==> src/include/ocl_consts.svh <==
// constants for the overcurrent latchoff control block
`ifndef OCL_CONSTS_SVH
`define OCL_CONSTS_SVH
`define OCL_CMD_DELAY    8'hD4
`define OCL_CMD_LL_CAL   8'hDE
`define OCL_CMD_LL_SET   8'hDF
`define OCL_CMD_TRIM     8'hE2
`define OCL_CMD_CURRENT  8'h8C
`define OCL_TRIM_RST     5'h10
`define OCL_LL_RST       8'h10
`define OCL_DELAY_RST    3'h3
`define OCL_TRIM_OFFSET  6'h10
`define OCL_LL_OFFSET    7'h20
`define OCL_LATCH_SHIFT  2
`define OCL_CLK_NS       25
`define OCL_STEP_NS      500000
`define OCL_STEP_CYC     ((`OCL_STEP_NS + `OCL_CLK_NS - 1) / `OCL_CLK_NS)
`endif

==> src/include/ocl_pkg.sv <==
// types for the overcurrent latchoff control block
package ocl_pkg;
  typedef enum logic [2:0] {
    S_IDLE, S_TD1, S_RAMP1, S_TD3, S_RAMP2, S_TD5, S_RUN, S_LATCH
  } ocl_state_t;

  typedef struct packed {
    ocl_state_t  st;
    logic [19:0] dly_cnt;
    logic [19:0] lo_cnt;
    logic [4:0]  trim;
    logic [7:0]  ll_cal;
    logic [7:0]  ll_set;
    logic [2:0]  dly_code;
    logic        en_s1;
    logic        en_s2;
    logic        uv_s1;
    logic        uv_s2;
    logic        trip_s1;
    logic        trip_s2;
    logic        low_s1;
    logic        low_s2;
    logic        ramp_s1;
    logic        ramp_s2;
    logic [7:0]  cur_s1;
    logic [7:0]  cur_s2;
    logic        fault;
    logic        pwm_en;
    logic        clamp;
    logic        lo_run;
    logic [7:0]  rdata;
    logic        rvalid;
    logic [5:0]  lim_scale;
    logic [6:0]  ll_scale;
  } ocl_regs_t;
endpackage

==> src/ocl_latchoff_ctrl.sv <==
// overcurrent trim, startup delays and latchoff control
`timescale 1ns/100ps
`include "ocl_consts.svh"

module ocl_latchoff_ctrl #(
  parameter int STEP_CYC = `OCL_STEP_CYC
) (
  input  wire logic             sys_clk_i,
  input  wire logic             rst_n_i,
  input  wire logic             enable_i,
  input  wire logic             uvlo_ok_i,
  input  wire logic             limit_trip_i,
  input  wire logic             vout_low_i,
  input  wire logic             ramp_done_i,
  input  wire logic [7:0]       load_current_i,
  input  wire logic [7:0]       cmd_code_i,
  input  wire logic             cmd_wr_i,
  input  wire logic [7:0]       cmd_wdata_i,
  input  wire logic             cmd_rd_i,
  output logic [7:0]            cmd_rdata_o,
  output logic                  cmd_rvalid_o,
  output logic [4:0]            trim_o,
  output logic [5:0]            limit_scale_o,
  output logic [6:0]            load_line_scale_o,
  output logic                  pwm_enable_o,
  output logic                  secondary_clamp_o,
  output logic                  latched_fault_o,
  output logic                  latchoff_timing_o,
  output ocl_pkg::ocl_state_t   state_o
);
  import ocl_pkg::*;

  ocl_regs_t   q_reg;
  ocl_regs_t   q_next;
  logic [19:0] period;
  logic [19:0] lo_period;

  function automatic logic hit(input logic [7:0] code,
                               input logic [7:0] cmd);
    hit = (code == cmd);
  endfunction

  function automatic logic is_startup(input ocl_state_t s);
    is_startup = (s != S_IDLE) && (s != S_RUN) && (s != S_LATCH);
  endfunction

  // base period is one half-millisecond step per code plus one
  assign period    = 20'(({17'h0_0000, q_reg.dly_code} + 20'h0_0001)
                     * 20'(STEP_CYC));
  assign lo_period = period << `OCL_LATCH_SHIFT;

  always_comb begin
    q_next = q_reg;
    q_next.en_s1   = enable_i;
    q_next.en_s2   = q_reg.en_s1;
    q_next.uv_s1   = uvlo_ok_i;
    q_next.uv_s2   = q_reg.uv_s1;
    q_next.trip_s1 = limit_trip_i;
    q_next.trip_s2 = q_reg.trip_s1;
    q_next.low_s1  = vout_low_i;
    q_next.low_s2  = q_reg.low_s1;
    q_next.ramp_s1 = ramp_done_i;
    q_next.ramp_s2 = q_reg.ramp_s1;
    q_next.cur_s1  = load_current_i;
    q_next.cur_s2  = q_reg.cur_s1;

    if (cmd_wr_i) begin
      if (hit(cmd_code_i, `OCL_CMD_TRIM)) begin
        q_next.trim = cmd_wdata_i[4:0];
      end
      if (hit(cmd_code_i, `OCL_CMD_DELAY)) begin
        q_next.dly_code = cmd_wdata_i[2:0];
      end
      if (hit(cmd_code_i, `OCL_CMD_LL_CAL)) begin
        q_next.ll_cal = cmd_wdata_i;
      end
      if (hit(cmd_code_i, `OCL_CMD_LL_SET)) begin
        q_next.ll_set = cmd_wdata_i;
      end
    end

    q_next.rvalid = cmd_rd_i;
    q_next.rdata  = 8'h00;
    if (cmd_rd_i) begin
      if (hit(cmd_code_i, `OCL_CMD_TRIM)) begin
        q_next.rdata = {3'h0, q_reg.trim};
      end else if (hit(cmd_code_i, `OCL_CMD_DELAY)) begin
        q_next.rdata = {5'h00, q_reg.dly_code};
      end else if (hit(cmd_code_i, `OCL_CMD_LL_CAL)) begin
        q_next.rdata = q_reg.ll_cal;
      end else if (hit(cmd_code_i, `OCL_CMD_LL_SET)) begin
        q_next.rdata = q_reg.ll_set;
      end else if (hit(cmd_code_i, `OCL_CMD_CURRENT)) begin
        q_next.rdata = q_reg.cur_s2;
      end
    end

    q_next.lim_scale = `OCL_TRIM_OFFSET + {1'b0, q_next.trim};
    q_next.ll_scale  = `OCL_LL_OFFSET + {2'h0, q_next.ll_cal[4:0]}
                       + {2'h0, q_next.ll_set[4:0]};

    case (q_reg.st)
      S_IDLE: begin
        q_next.dly_cnt = 20'h0_0000;
        if (q_reg.en_s2 && q_reg.uv_s2) begin
          q_next.st = S_TD1;
        end
      end
      S_TD1, S_TD3, S_TD5: begin
        if (q_reg.dly_cnt >= period - 20'h0_0001) begin
          q_next.dly_cnt = 20'h0_0000;
          q_next.st = (q_reg.st == S_TD1) ? S_RAMP1 :
                      (q_reg.st == S_TD3) ? S_RAMP2 : S_RUN;
        end else begin
          q_next.dly_cnt = q_reg.dly_cnt + 20'h0_0001;
        end
      end
      S_RAMP1: begin
        if (q_reg.ramp_s2) begin
          q_next.st = S_TD3;
        end
      end
      S_RAMP2: begin
        if (q_reg.ramp_s2) begin
          q_next.st = S_TD5;
        end
      end
      S_RUN: begin
        if (q_reg.trip_s2) begin
          if (q_reg.lo_cnt >= lo_period - 20'h0_0001) begin
            q_next.st     = S_LATCH;
            q_next.fault  = 1'b1;
            q_next.lo_cnt = 20'h0_0000;
          end else begin
            q_next.lo_cnt = q_reg.lo_cnt + 20'h0_0001;
          end
        end else begin
          q_next.lo_cnt = 20'h0_0000;
        end
      end
      S_LATCH: begin
        q_next.fault = 1'b1;
      end
      default: begin
        q_next.st = S_IDLE;
      end
    endcase

    // enable low or supply loss aborts everything and clears the latch
    if (!q_reg.en_s2 || !q_reg.uv_s2) begin
      q_next.st      = S_IDLE;
      q_next.fault   = 1'b0;
      q_next.lo_cnt  = 20'h0_0000;
      q_next.dly_cnt = 20'h0_0000;
    end

    q_next.lo_run = (q_next.st == S_RUN) && (q_next.lo_cnt != 20'h0_0000);
    q_next.pwm_en = (q_next.st == S_RAMP1) || (q_next.st == S_TD3) ||
                    (q_next.st == S_RAMP2) || (q_next.st == S_TD5) ||
                    (q_next.st == S_RUN);
    q_next.clamp  = is_startup(q_next.st) && q_reg.low_s2;
  end

  always_ff @(posedge sys_clk_i) begin
    if (!rst_n_i) begin
      q_reg           <= '0;
      q_reg.st        <= S_IDLE;
      q_reg.trim      <= `OCL_TRIM_RST;
      q_reg.dly_code  <= `OCL_DELAY_RST;
      q_reg.ll_cal    <= `OCL_LL_RST;
      q_reg.ll_set    <= `OCL_LL_RST;
      q_reg.lim_scale <= `OCL_TRIM_OFFSET + {1'b0, `OCL_TRIM_RST};
      q_reg.ll_scale  <= `OCL_LL_OFFSET + 7'(`OCL_LL_RST)
                         + 7'(`OCL_LL_RST);
    end else begin
      q_reg <= q_next;
    end
  end

  assign cmd_rdata_o       = q_reg.rdata;
  assign cmd_rvalid_o      = q_reg.rvalid;
  assign trim_o            = q_reg.trim;
  assign limit_scale_o     = q_reg.lim_scale;
  assign load_line_scale_o = q_reg.ll_scale;
  assign pwm_enable_o      = q_reg.pwm_en;
  assign secondary_clamp_o = q_reg.clamp;
  assign latched_fault_o   = q_reg.fault;
  assign latchoff_timing_o = q_reg.lo_run;
  assign state_o           = q_reg.st;
endmodule
==> config.mk <==
export PLATFORM = sky130hd
export DESIGN_NAME = ocl_latchoff_ctrl
export DESIGN_NICKNAME = d
export VERILOG_FILES = /design/src/include/ocl_pkg.sv /design/src/ocl_latchoff_ctrl.sv
export VERILOG_INCLUDE_DIRS = /design/src /design/src/include
export SDC_FILE = /design/constraint.sdc
export NUM_CORES = 1
export LEC_CHECK = 0
export ABC_AREA = 0
export CAP_MARGIN = 20
export CORE_MARGIN = 8
export CORE_UTILIZATION = 64
export CTS_CLUSTER_DIAMETER = 80
export DETAILED_ROUTE_END_ITERATION = 8
export DONT_BUFFER_PORTS = 1
export PLACE_DENSITY = 0.8
export SYNTH_ARGS = -nofsm -noshare
export SYNTH_HDL_FRONTEND = slang
export SYNTH_SLANG_ARGS = --single-unit
==> constraint.sdc <==
create_clock -name sys_clk_i -period 7.4 [get_ports sys_clk_i]
set_input_delay 0.74 -clock sys_clk_i [delete_from_list [all_inputs] [get_ports sys_clk_i]]
set_output_delay 0.74 -clock sys_clk_i [all_outputs]
set_load 0.05 [all_outputs]
==> summary.log, run 1 <==
[outcome] result of the run complete, no violations
[cells_and_area] commonest non-fill, non-tap cell in the layout dfxtp_1
[global_routing] total track usage 23.4%
[worst_hold_path] Hold Path Origin rst_n_i
[worst_setup_path] slowest cell delay on critical path 0.72 ns
[route] total wire length after detailed routing 14900 um
[cells_and_area] number of flip-flops in the largest register 72
[worst_setup_path] Worst setup startpoint q_reg[52]
[cts] CTS buffer count 17
[floorplanning] Core Area 9730 um^2
[power_and_ir_drop] Leak 2.74 nW
[logic_synthesis] synth unique cells 67
[job] max-cap viol count 0
[worst_setup_path] kind of critical path reg2reg
[cells_and_area] area added between synthesis and finish 6.08%
[sta] unrepaired setup endpoints after global routing no
[logic_synthesis] Syn Area/Cell 8.82 um^2
[power_and_ir_drop] Comb power frac 1.2%
[worst_setup_path] endpoint of the most critical register-to-register path q_reg[106]
[worst_hold_path] cell depth of the worst hold path 1
[sta] number of max-slew violations in the final report 0
[worst_setup_path] Slowest cell on crit path a211o_1
[placed_design] buffers added on ports 0
[logic_synthesis] register area share after synthesis 35.8%
[cells_and_area] NumNets Final 773
[route] Vias per Instance 6.25
[logic_synthesis] number of synthesis warnings 0
[cts] clock latency reported for the late side of the worst-skew pair 0.54 ns
[cts] number of buffers inserted to repair setup after CTS 0
[worst_setup_path] critical-path cell list ha_1 -> xor2_1 -> inv_1 -> ha_1 -> ha_1 -> ha_1 -> fa_1 -> a211oi_1 -> o21bai_1 -> a31oi_1 -> nor3b_1 -> a31oi_1 -> o32a_1 -> ha_1 -> and3_1 -> o211ai_1 -> o21ai_0 -> maj3_1 -> a211o_1 -> o21ai_0 -> mux2_2
[sta] Worst slew margin 29.9%
[sta] endpoints failing hold 0
[worst_hold_path] HP Class in2reg
[logic_synthesis] count of flip-flops with a built-in enable after synthesis 0
[worst_setup_path] highest fanout seen on the critical path 29
[global_routing] initial antenna violation count 0
[power_and_ir_drop] Worst IR Drop VDD 0.216 mV
[power_and_ir_drop] net load switching power 0.295 mW
[logic_synthesis] synthesized net count 811
[cts] Clk pin slew, worst setup/hold paths 0.06 ns
[cts] Max Root-Sink Buffers 2
[placed_design] Final Wtd Congestion 0.871
[route] wire per inst 17.9 um
[worst_setup_path] Critical Path RT 7.83 ns
[placed_design] HPWL after detailed placement 10700 um
[cells_and_area] most frequent cells in the layout dfxtp_1 (114), nor2_1 (67), nand2_1 (61), ha_1 (52), and2_1 (38)
[cts] Root Driver clkbuf_8
[logic_synthesis] Top FF cell, synth dfxtp_1
[floorplanning] starting utilization of the core area 65.6%
[sta] Tightest Pin Transition 1.05 ns
[cells_and_area] Final Instance Count excl. Fillers 832
[cts] H-tree depth 4
[floorplanning] Die Footprint 13400 um^2
[route] via total after detailed routing 5196
[global_routing] wire length of the first global-routing pass 24700 um
[floorplanning] I/O Pins 67
[logic_synthesis] area of the mapped netlist 6380 um^2
[worst_setup_path] crit-path most repeated cell ha_1
[cells_and_area] number of antenna cells inserted 0
[sta] achievable frequency 148 MHz
[cts] count of instances resized after the clock tree is built 0
[power_and_ir_drop] ratio of total power to cell area 219 nW/um^2
[floorplanning] Die X 116 um
[logic_synthesis] share of async-settable or async-resettable flops after synthesis 0%
[worst_setup_path] launch instance of the worst register-to-register path q_reg[52]
[power_and_ir_drop] clock share of power 56.5%
[sta] final total negative setup slack 0 ns
[worst_setup_path] depth of the worst register-to-register path 21
[cells_and_area] fraction of final layout cells with drive strength greater than 1 8.58%
[global_routing] number of global-route vias before repair 5187
[placed_design] post-placement cell count 800
[global_routing] leftover overflow at the end of global routing 0
[power_and_ir_drop] fraction of power spent switching nets 19.9%
[power_and_ir_drop] Power Internal 1.18 mW
[route] number of remaining DRC errors 0
[cts] hold bufs inserted after CTS 0
[route] DRC marker count from the first detailed-route iteration 506
[worst_setup_path] endpoint class of the critical path register
[worst_hold_path] hold endpoint q_reg[53]
[floorplanning] y dimension of the die 116 um
[worst_setup_path] Arr. time, crit path 7.18 ns
[route] number of search-and-repair iterations in the first detailed-routing pass 5
[worst_setup_path] kind of start point of the critical path register
[worst_setup_path] register-to-register path setup slack 0.66 ns
[route] count of antenna-violating nets left after detailed routing 0
[sta] endpoints failing setup 0
[logic_synthesis] Seq cells post-synth 114
[sta] post-route fraction of the period consumed by the critical path 91.1%
[logic_synthesis] Gate Count Post-Synth 724
[sta] Min Clock Period, post-route 6.74 ns
[floorplanning] row count 36
[cts] TritonCTS clock tree yes
[power_and_ir_drop] fraction of power consumed by sequential logic 42.3%
[sta] maximum clock skew at final layout 0.0140 ns
[global_routing] maximum number of pins on one net before global-route repair 41
[cts] count of clock tree sinks 114
-- worst max-delay path by stage --
stage / endpoint / slack, ns / cells after the start
after floorplan: q_reg[104] / 1.65 / 23
after detailed placement: q_reg[102] / 0.77 / 20
after global placement: q_reg[102] / 1.19 / 20
final: q_reg[106] / 0.66 / 21
after CTS: q_reg[102] / 0.75 / 20
after global routing: q_reg[102] / 0.31 / 20
-- synthesized netlist by cell type (all sizes together), types with 12 or more instances --
cell    count  share of area (%)
mux2i      12                1.9
xnor2      14                1.9
nor2       67                3.9
nand3      34                2.7
o21ai      22                1.7
clkbuf     24                2.0
xor2       12                1.6
mux2       18                3.2
inv        19                1.1
and2       39                3.8
ha         52                 10
nor3       15                1.2
a21oi      32                2.5
dfxtp     114                 36
nand4      18                1.8
nand2      61                3.6
buf        33                3.9
-- final cells by class --
| type | count | area, um^2 |
|---|---|---|
| clock buffer | 23 | 447 |
| clock inverter | 9 | 155 |
| fill | 773 | 2960 |
| inverter | 19 | 71.3 |
| multi-input combinational | 534 | 3650 |
| sequential | 114 | 2280 |
| tap | 133 | 166 |
-- critical path, delay by kind of cell, from the launching register on --
family,cells,cell delay [ns]
adder cells (fa/ha/maj),7,2.40
multiplexers,1,0.30
AND/OR/NAND/NOR,2,0.44
XOR/XNOR,1,0.31
flip-flops,1,0.49
buffers and inverters,1,0.21
AO/OA/AOI/OAI,9,2.45
-- power by group through the flow --
stage / Combinational, mW / Clock (mW) / Sequential, mW
finish: 0.0171 / 0.836 / 0.627
global route: 0.0191 / 0.869 / 0.627
CTS: 0.0171 / 0.843 / 0.626
detailed placement: 0.0170 / 0 / 0.639
global placement: 0.0161 / 0 / 0.639
floorplan: 0.0188 / 0 / 0.637
-- metrics by stage --
step | hold slack, ns | utilization (%) | instance area [um^2] | power [mW] | worst slack [ns]
2_1_floorplan | 0.397 | - | 6380 | 0.656 | 1.65
3_3_place_gp | 0.401 | 63.4 | 6170 | 0.655 | 1.19
3_5_place_dp | 0.411 | 63.4 | 6170 | 0.656 | 0.767
4_1_cts | 0.268 | 69.6 | 6770 | 1.49 | 0.749
5_1_grt | 0.280 | 69.6 | 6770 | 1.52 | 0.313
6_report | 0.301 | 69.6 | 6770 | 1.48 | 0.657
-- cell families after synthesis --
family | after synthesis | share of synthesized area [%]
buffers and inverters | 76 | 7.08
xor gates and xnor gates | 26 | 3.57
DFF | 114 | 35.8
muxes | 30 | 5.06
and+or+nand+nor | 295 | 23.8
AOI/OAI and AO/OA | 127 | 13.6
adders and majority gates | 56 | 11.1
-- routing by layer --
layer | routed length [um] | vias up | part of all wire (%) | GRT usage (%)
met4 | 335 | 0 | 2.2 | 10.8
met1 | 5990 | 2455 | 40 | 25.1
met2 | 7310 | 206 | 49 | 39.2
met5 | 0 | - | 0 | 0
li1 | - | 2494 | - | -
met3 | 1300 | 41 | 8.7 | 9.85
Note: power is estimated with default switching activity, not from simulation.
==> run 2, diff against run 1 <==
--- a/config.mk
+++ b/config.mk
@@ -6,7 +6,7 @@
 export SDC_FILE = /design/constraint.sdc
 export NUM_CORES = 1
 export LEC_CHECK = 0
-export ABC_AREA = 0
+export ABC_AREA = 1
 export CAP_MARGIN = 20
 export CORE_MARGIN = 8
 export CORE_UTILIZATION = 64
==> constraint.sdc (replaced) <==
create_clock -name sys_clk_i -period 7.4 [get_ports sys_clk_i]
set_input_delay 0.74 -clock sys_clk_i [delete_from_list [all_inputs] [get_ports sys_clk_i]]
set_output_delay 0.74 -clock sys_clk_i [all_outputs]
set_load 0.005 [all_outputs]
==> run 2 against run 1 <==
  * Die area rose by 4.6%
  * Sequential share of layout area decreased by 2.0 points
  * Clock skew fell by 0.0074 ns
  * Final cell count rose by 31%
  * Fmax rose by 28%
  * Sequential cell count is the same
  * Synthesized cell count rose by 33%
  * Via count grew 14%
  * Wire length is 6.5% higher
  * Clock power fell by 7.4%
  * Critical path type unchanged
==> summary.log, run 2 <==
[logic_synthesis] area of the mapped netlist 6730 um^2 [was 6380 um^2]
[placed_design] Final Wtd Congestion 0.935 [was 0.871]
[cts] CTS buffer count 17 [unchanged]
[worst_setup_path] kind of critical path reg2reg [unchanged]
[power_and_ir_drop] Worst IR Drop VDD 0.227 mV [was 0.216 mV]
[cells_and_area] fraction of final layout cells with drive strength greater than 1 7.36% [was 8.58%]
[cells_and_area] number of flip-flops in the largest register 72 [unchanged]
[route] total wire length after detailed routing 15900 um [was 14900 um]
[worst_setup_path] depth of the worst register-to-register path 24 [was 21]
[logic_synthesis] synthesized net count 1051 [was 811]
[logic_synthesis] synth unique cells 46 [was 67]
[floorplanning] Core Area 10300 um^2 [was 9730 um^2]
[power_and_ir_drop] post-layout total power 1.43 mW [was 1.48 mW]
[worst_hold_path] Hold Path Origin rst_n_i [unchanged]
[global_routing] initial antenna violation count 0 [unchanged]
[worst_setup_path] highest fanout seen on the critical path 16 [was 29]
[logic_synthesis] Top FF cell, synth dfxtp_1 [unchanged]
[cells_and_area] multi-input combinational cell area 3530 um^2 [was 3650 um^2]
[placed_design] HPWL after detailed placement 11400 um [was 10700 um]
[global_routing] wire length of the first global-routing pass 26700 um [was 24700 um]
[worst_setup_path] endpoint class of the critical path register [unchanged]
[route] number of remaining DRC errors 0 [unchanged]
[worst_hold_path] hold endpoint q_reg[53] [unchanged]
[worst_setup_path] Slowest cell on crit path fa_1 [was a211o_1]
[cts] count of instances resized after the clock tree is built 0 [unchanged]
[cells_and_area] most frequent cells in the layout nand2_1 (224), inv_1 (154), dfxtp_1 (114), nor2_1 (89), a21oi_1 (69) [was dfxtp_1 (114), nor2_1 (67), nand2_1 (61), ha_1 (52), and2_1 (38)]
[cells_and_area] storage element area 2280 um^2 [unchanged]
[worst_setup_path] cell type group with the largest total delay on the critical path adder cells [was compound AO/OA/AOI/OAI gates]
[cts] count of clock tree sinks 114 [unchanged]
[worst_hold_path] cell depth of the worst hold path 1 [unchanged]
[worst_setup_path] launch instance of the worst register-to-register path q_reg[52] [unchanged]
[worst_setup_path] crit-path most repeated cell ha_1 [unchanged]
[worst_setup_path] critical-path cell list ha_1 -> xor2_2 -> inv_1 -> ha_1 -> ha_1 -> ha_1 -> fa_1 -> or2_2 -> nand2_1 -> nand3_1 -> nor2_1 -> xor2_1 -> ha_1 -> nand2_1 -> nor2_1 -> a211oi_1 -> nor2_1 -> nor2_2 -> nand2_2 -> nor2_4 -> inv_2 -> nor2_1 -> nand2_1 -> a21oi_1 [was ha_1 -> xor2_1 -> inv_1 -> ha_1 -> ha_1 -> ha_1 -> fa_1 -> a211oi_1 -> o21bai_1 -> a31oi_1 -> nor3b_1 -> a31oi_1 -> o32a_1 -> ha_1 -> and3_1 -> o211ai_1 -> o21ai_0 -> maj3_1 -> a211o_1 -> o21ai_0 -> mux2_2]
[cts] Root Driver clkbuf_8 [unchanged]
[sta] achievable frequency 190 MHz [was 148 MHz]
[sta] maximum clock skew at final layout 0.00665 ns [was 0.0140 ns]
[cells_and_area] number of antenna cells inserted 0 [unchanged]
[sta] number of max-slew violations in the final report 0 [unchanged]
[cells_and_area] Filler Cells Inserted 860 [was 773]
[logic_synthesis] largest cells by area after synthesis dfxtp_1 (34%), nand2_1 (13%), ha_1 (9.7%), inv_1 (8.6%), a21oi_1 (5.1%) [was dfxtp_1 (36%), ha_1 (10%), nor2_1 (3.9%), and2_1 (3.7%), nand2_1 (3.6%)]
[global_routing] leftover overflow at the end of global routing 0 [unchanged]
[cts] number of buffers inserted to repair setup after CTS 0 [unchanged]
[worst_setup_path] register-to-register path setup slack 2.13 ns [was 0.66 ns]
[outcome] result of the run complete, no violations [unchanged]
[logic_synthesis] most numerous cell in the Yosys netlist nand2_1 [was dfxtp_1]
[logic_synthesis] count of flip-flops with a built-in enable after synthesis 0 [unchanged]
[global_routing] number of global-route vias before repair 5561 [was 5187]
[route] wire per inst 14.6 um [was 17.9 um]
[sta] Tightest Pin Transition 0.880 ns [was 1.05 ns]
[route] number of search-and-repair iterations in the first detailed-routing pass 5 [unchanged]
[sta] unrepaired setup endpoints after global routing no [unchanged]
[cts] Max Root-Sink Buffers 2 [unchanged]
[global_routing] total track usage 23.2% [was 23.4%]
[logic_synthesis] Yosys top cell by area dfxtp_1 [unchanged]
[worst_setup_path] slowest cell delay on critical path 0.44 ns [was 0.72 ns]
[cts] hold bufs inserted after CTS 0 [unchanged]
[sta] Worst slew margin 40.8% [was 29.9%]
[cells_and_area] commonest non-fill, non-tap cell in the layout nand2_1 [was dfxtp_1]
[logic_synthesis] register area share after synthesis 33.9% [was 35.8%]
[cells_and_area] NumNets Final 1025 [was 773]
[floorplanning] Die X 119 um [was 116 um]
[cts] clock latency reported for the late side of the worst-skew pair 0.53 ns [was 0.54 ns]
[cts] Clk pin slew, worst setup/hold paths 0.06 ns [about the same]
[sta] endpoints failing setup 0 [unchanged]
[floorplanning] y dimension of the die 119 um [was 116 um]
[worst_setup_path] Arr. time, crit path 5.72 ns [was 7.18 ns]
[worst_setup_path] endpoint of the most critical register-to-register path q_reg[103] [was q_reg[106]]
[sta] post-route fraction of the period consumed by the critical path 71.2% [was 91.1%]
[placed_design] buffers added on ports 0 [unchanged]
[logic_synthesis] Gate Count Post-Synth 964 [was 724]
[route] via total after detailed routing 5904 [was 5196]
[route] count of antenna-violating nets left after detailed routing 0 [unchanged]
[logic_synthesis] share of async-settable or async-resettable flops after synthesis 0% [unchanged]
[logic_synthesis] Syn Area/Cell 6.98 um^2 [was 8.82 um^2]
[worst_hold_path] HP Class in2reg [unchanged]
[sta] final total negative setup slack 0 ns [unchanged]
[worst_setup_path] CP Buf/Inv Count 2 [was 1]
[power_and_ir_drop] ratio of total power to cell area 198 nW/um^2 [was 219 nW/um^2]
[route] Vias per Instance 5.43 [was 6.25]
[global_routing] maximum number of pins on one net before global-route repair 47 [was 41]
[cells_and_area] area added between synthesis and finish 7.00% [was 6.08%]
[power_and_ir_drop] Leak 3.27 nW [was 2.74 nW]
[logic_synthesis] number of synthesis warnings 0 [unchanged]
[logic_synthesis] post-synth top area share 33.9% [was 35.8%]
[cts] H-tree depth 4 [unchanged]
[logic_synthesis] most numerous cell types in the synthesized netlist nand2_1 (224), inv_1 (154), dfxtp_1 (114), nor2_1 (89), a21oi_1 (69) [was dfxtp_1 (114), nor2_1 (67), nand2_1 (61), ha_1 (52), and2_1 (38)]
[cts] TritonCTS clock tree yes [unchanged]
[worst_setup_path] Critical Path RT 7.86 ns [was 7.83 ns]
[job] max-cap viol count 0 [unchanged]
[floorplanning] I/O Pins 67 [unchanged]
[worst_setup_path] kind of start point of the critical path register [unchanged]
[sta] endpoints failing hold 0 [unchanged]
[floorplanning] starting utilization of the core area 65.4% [was 65.6%]
[floorplanning] Die Footprint 14000 um^2 [was 13400 um^2]
[worst_setup_path] Worst setup startpoint q_reg[52] [unchanged]
[sta] Min Clock Period, post-route 5.27 ns [was 6.74 ns]
[logic_synthesis] Seq cells post-synth 114 [unchanged]
[route] DRC marker count from the first detailed-route iteration 427 [was 506]
[floorplanning] row count 37 [was 36]
==> run 2: cell types whose count changed after synthesis, moves of 9 or more <==
cell	before	now
nand2_1	61	224
inv_1	19	154
and2_1	38	0
a21oi_1	32	69
nor2_1	67	89
o21ai_0	22	43
mux2_2	18	0
mux2i_1	12	0
xnor2_1	14	3
nor2b_1	9	0
==> run 2: worst max path at each step <==
stage | end | slack (ns) | depth (start not counted)
after floorplan | q_reg[105] | 2.91 | 23
after global placement | q_reg[103] | 2.46 | 24
after detailed placement | q_reg[103] | 2.27 | 24
after CTS | q_reg[103] | 2.19 | 24
after global routing | q_reg[103] | 1.78 | 24
final | q_reg[103] | 2.13 | 24
==> run 2: cell type report <==
class                      count  share of cell area (%)
multi-input combinational    642                    49.1
sequential                   114                    31.7
inverter                     159                    8.29
timing repair buffer           4                   0.696
clock inverter                13                    1.74
tap                          136                    2.36
clock buffer                  19                    6.14
==> run 2: metrics by stage <==
| step | setup slack (ns) | instance area [um^2] | hold slack [ns] | std cells | utilization, % |
|---|---|---|---|---|---|
| finish | 2.13 | 7200 | 0.299 | 1087 | 70.0 |
| CTS | 2.19 | 7200 | 0.277 | 1087 | 70.0 |
| global placement | 2.46 | 6600 | 0.392 | 1054 | 64.2 |
| global route | 1.78 | 7200 | 0.277 | 1087 | 70.0 |
| floorplan | 2.91 | 6730 | 0.390 | 964 | - |
| detailed placement | 2.27 | 6630 | 0.395 | 1055 | 64.5 |
==> run 2: cell families (layout without fill, tap and decap cells) <==
kind of cell	count (synthesis)	in the layout	share of synthesized area, %
adder cells (fa/ha/maj)	54	54	10.3
XOR/XNOR	16	16	2.20
buffers and inverters	208	195	13.6
AND/OR/NAND/NOR	413	413	26.4
flip-flops	114	114	33.9
AO/OA/AOI/OAI	159	159	13.7
==> run 2: per-layer routing <==
metal / GRT usage (%) / wire length (um) / part of all wire, %
met2: 37.7 / 7310 / 46
met3: 6.76 / 1190 / 7.5
met1: 28.2 / 6980 / 44
met5: 0 / 0 / 0
met4: 9.88 / 422 / 2.7
==> run 2: power breakdown <==
group	leakage (nW)	total (mW)	internal (mW)	switching [mW]
combinational	2.07	0.0273	0.00878	0.0185
clock	0.276	0.774	0.467	0.307
sequential	0.924	0.625	0.621	0.00357
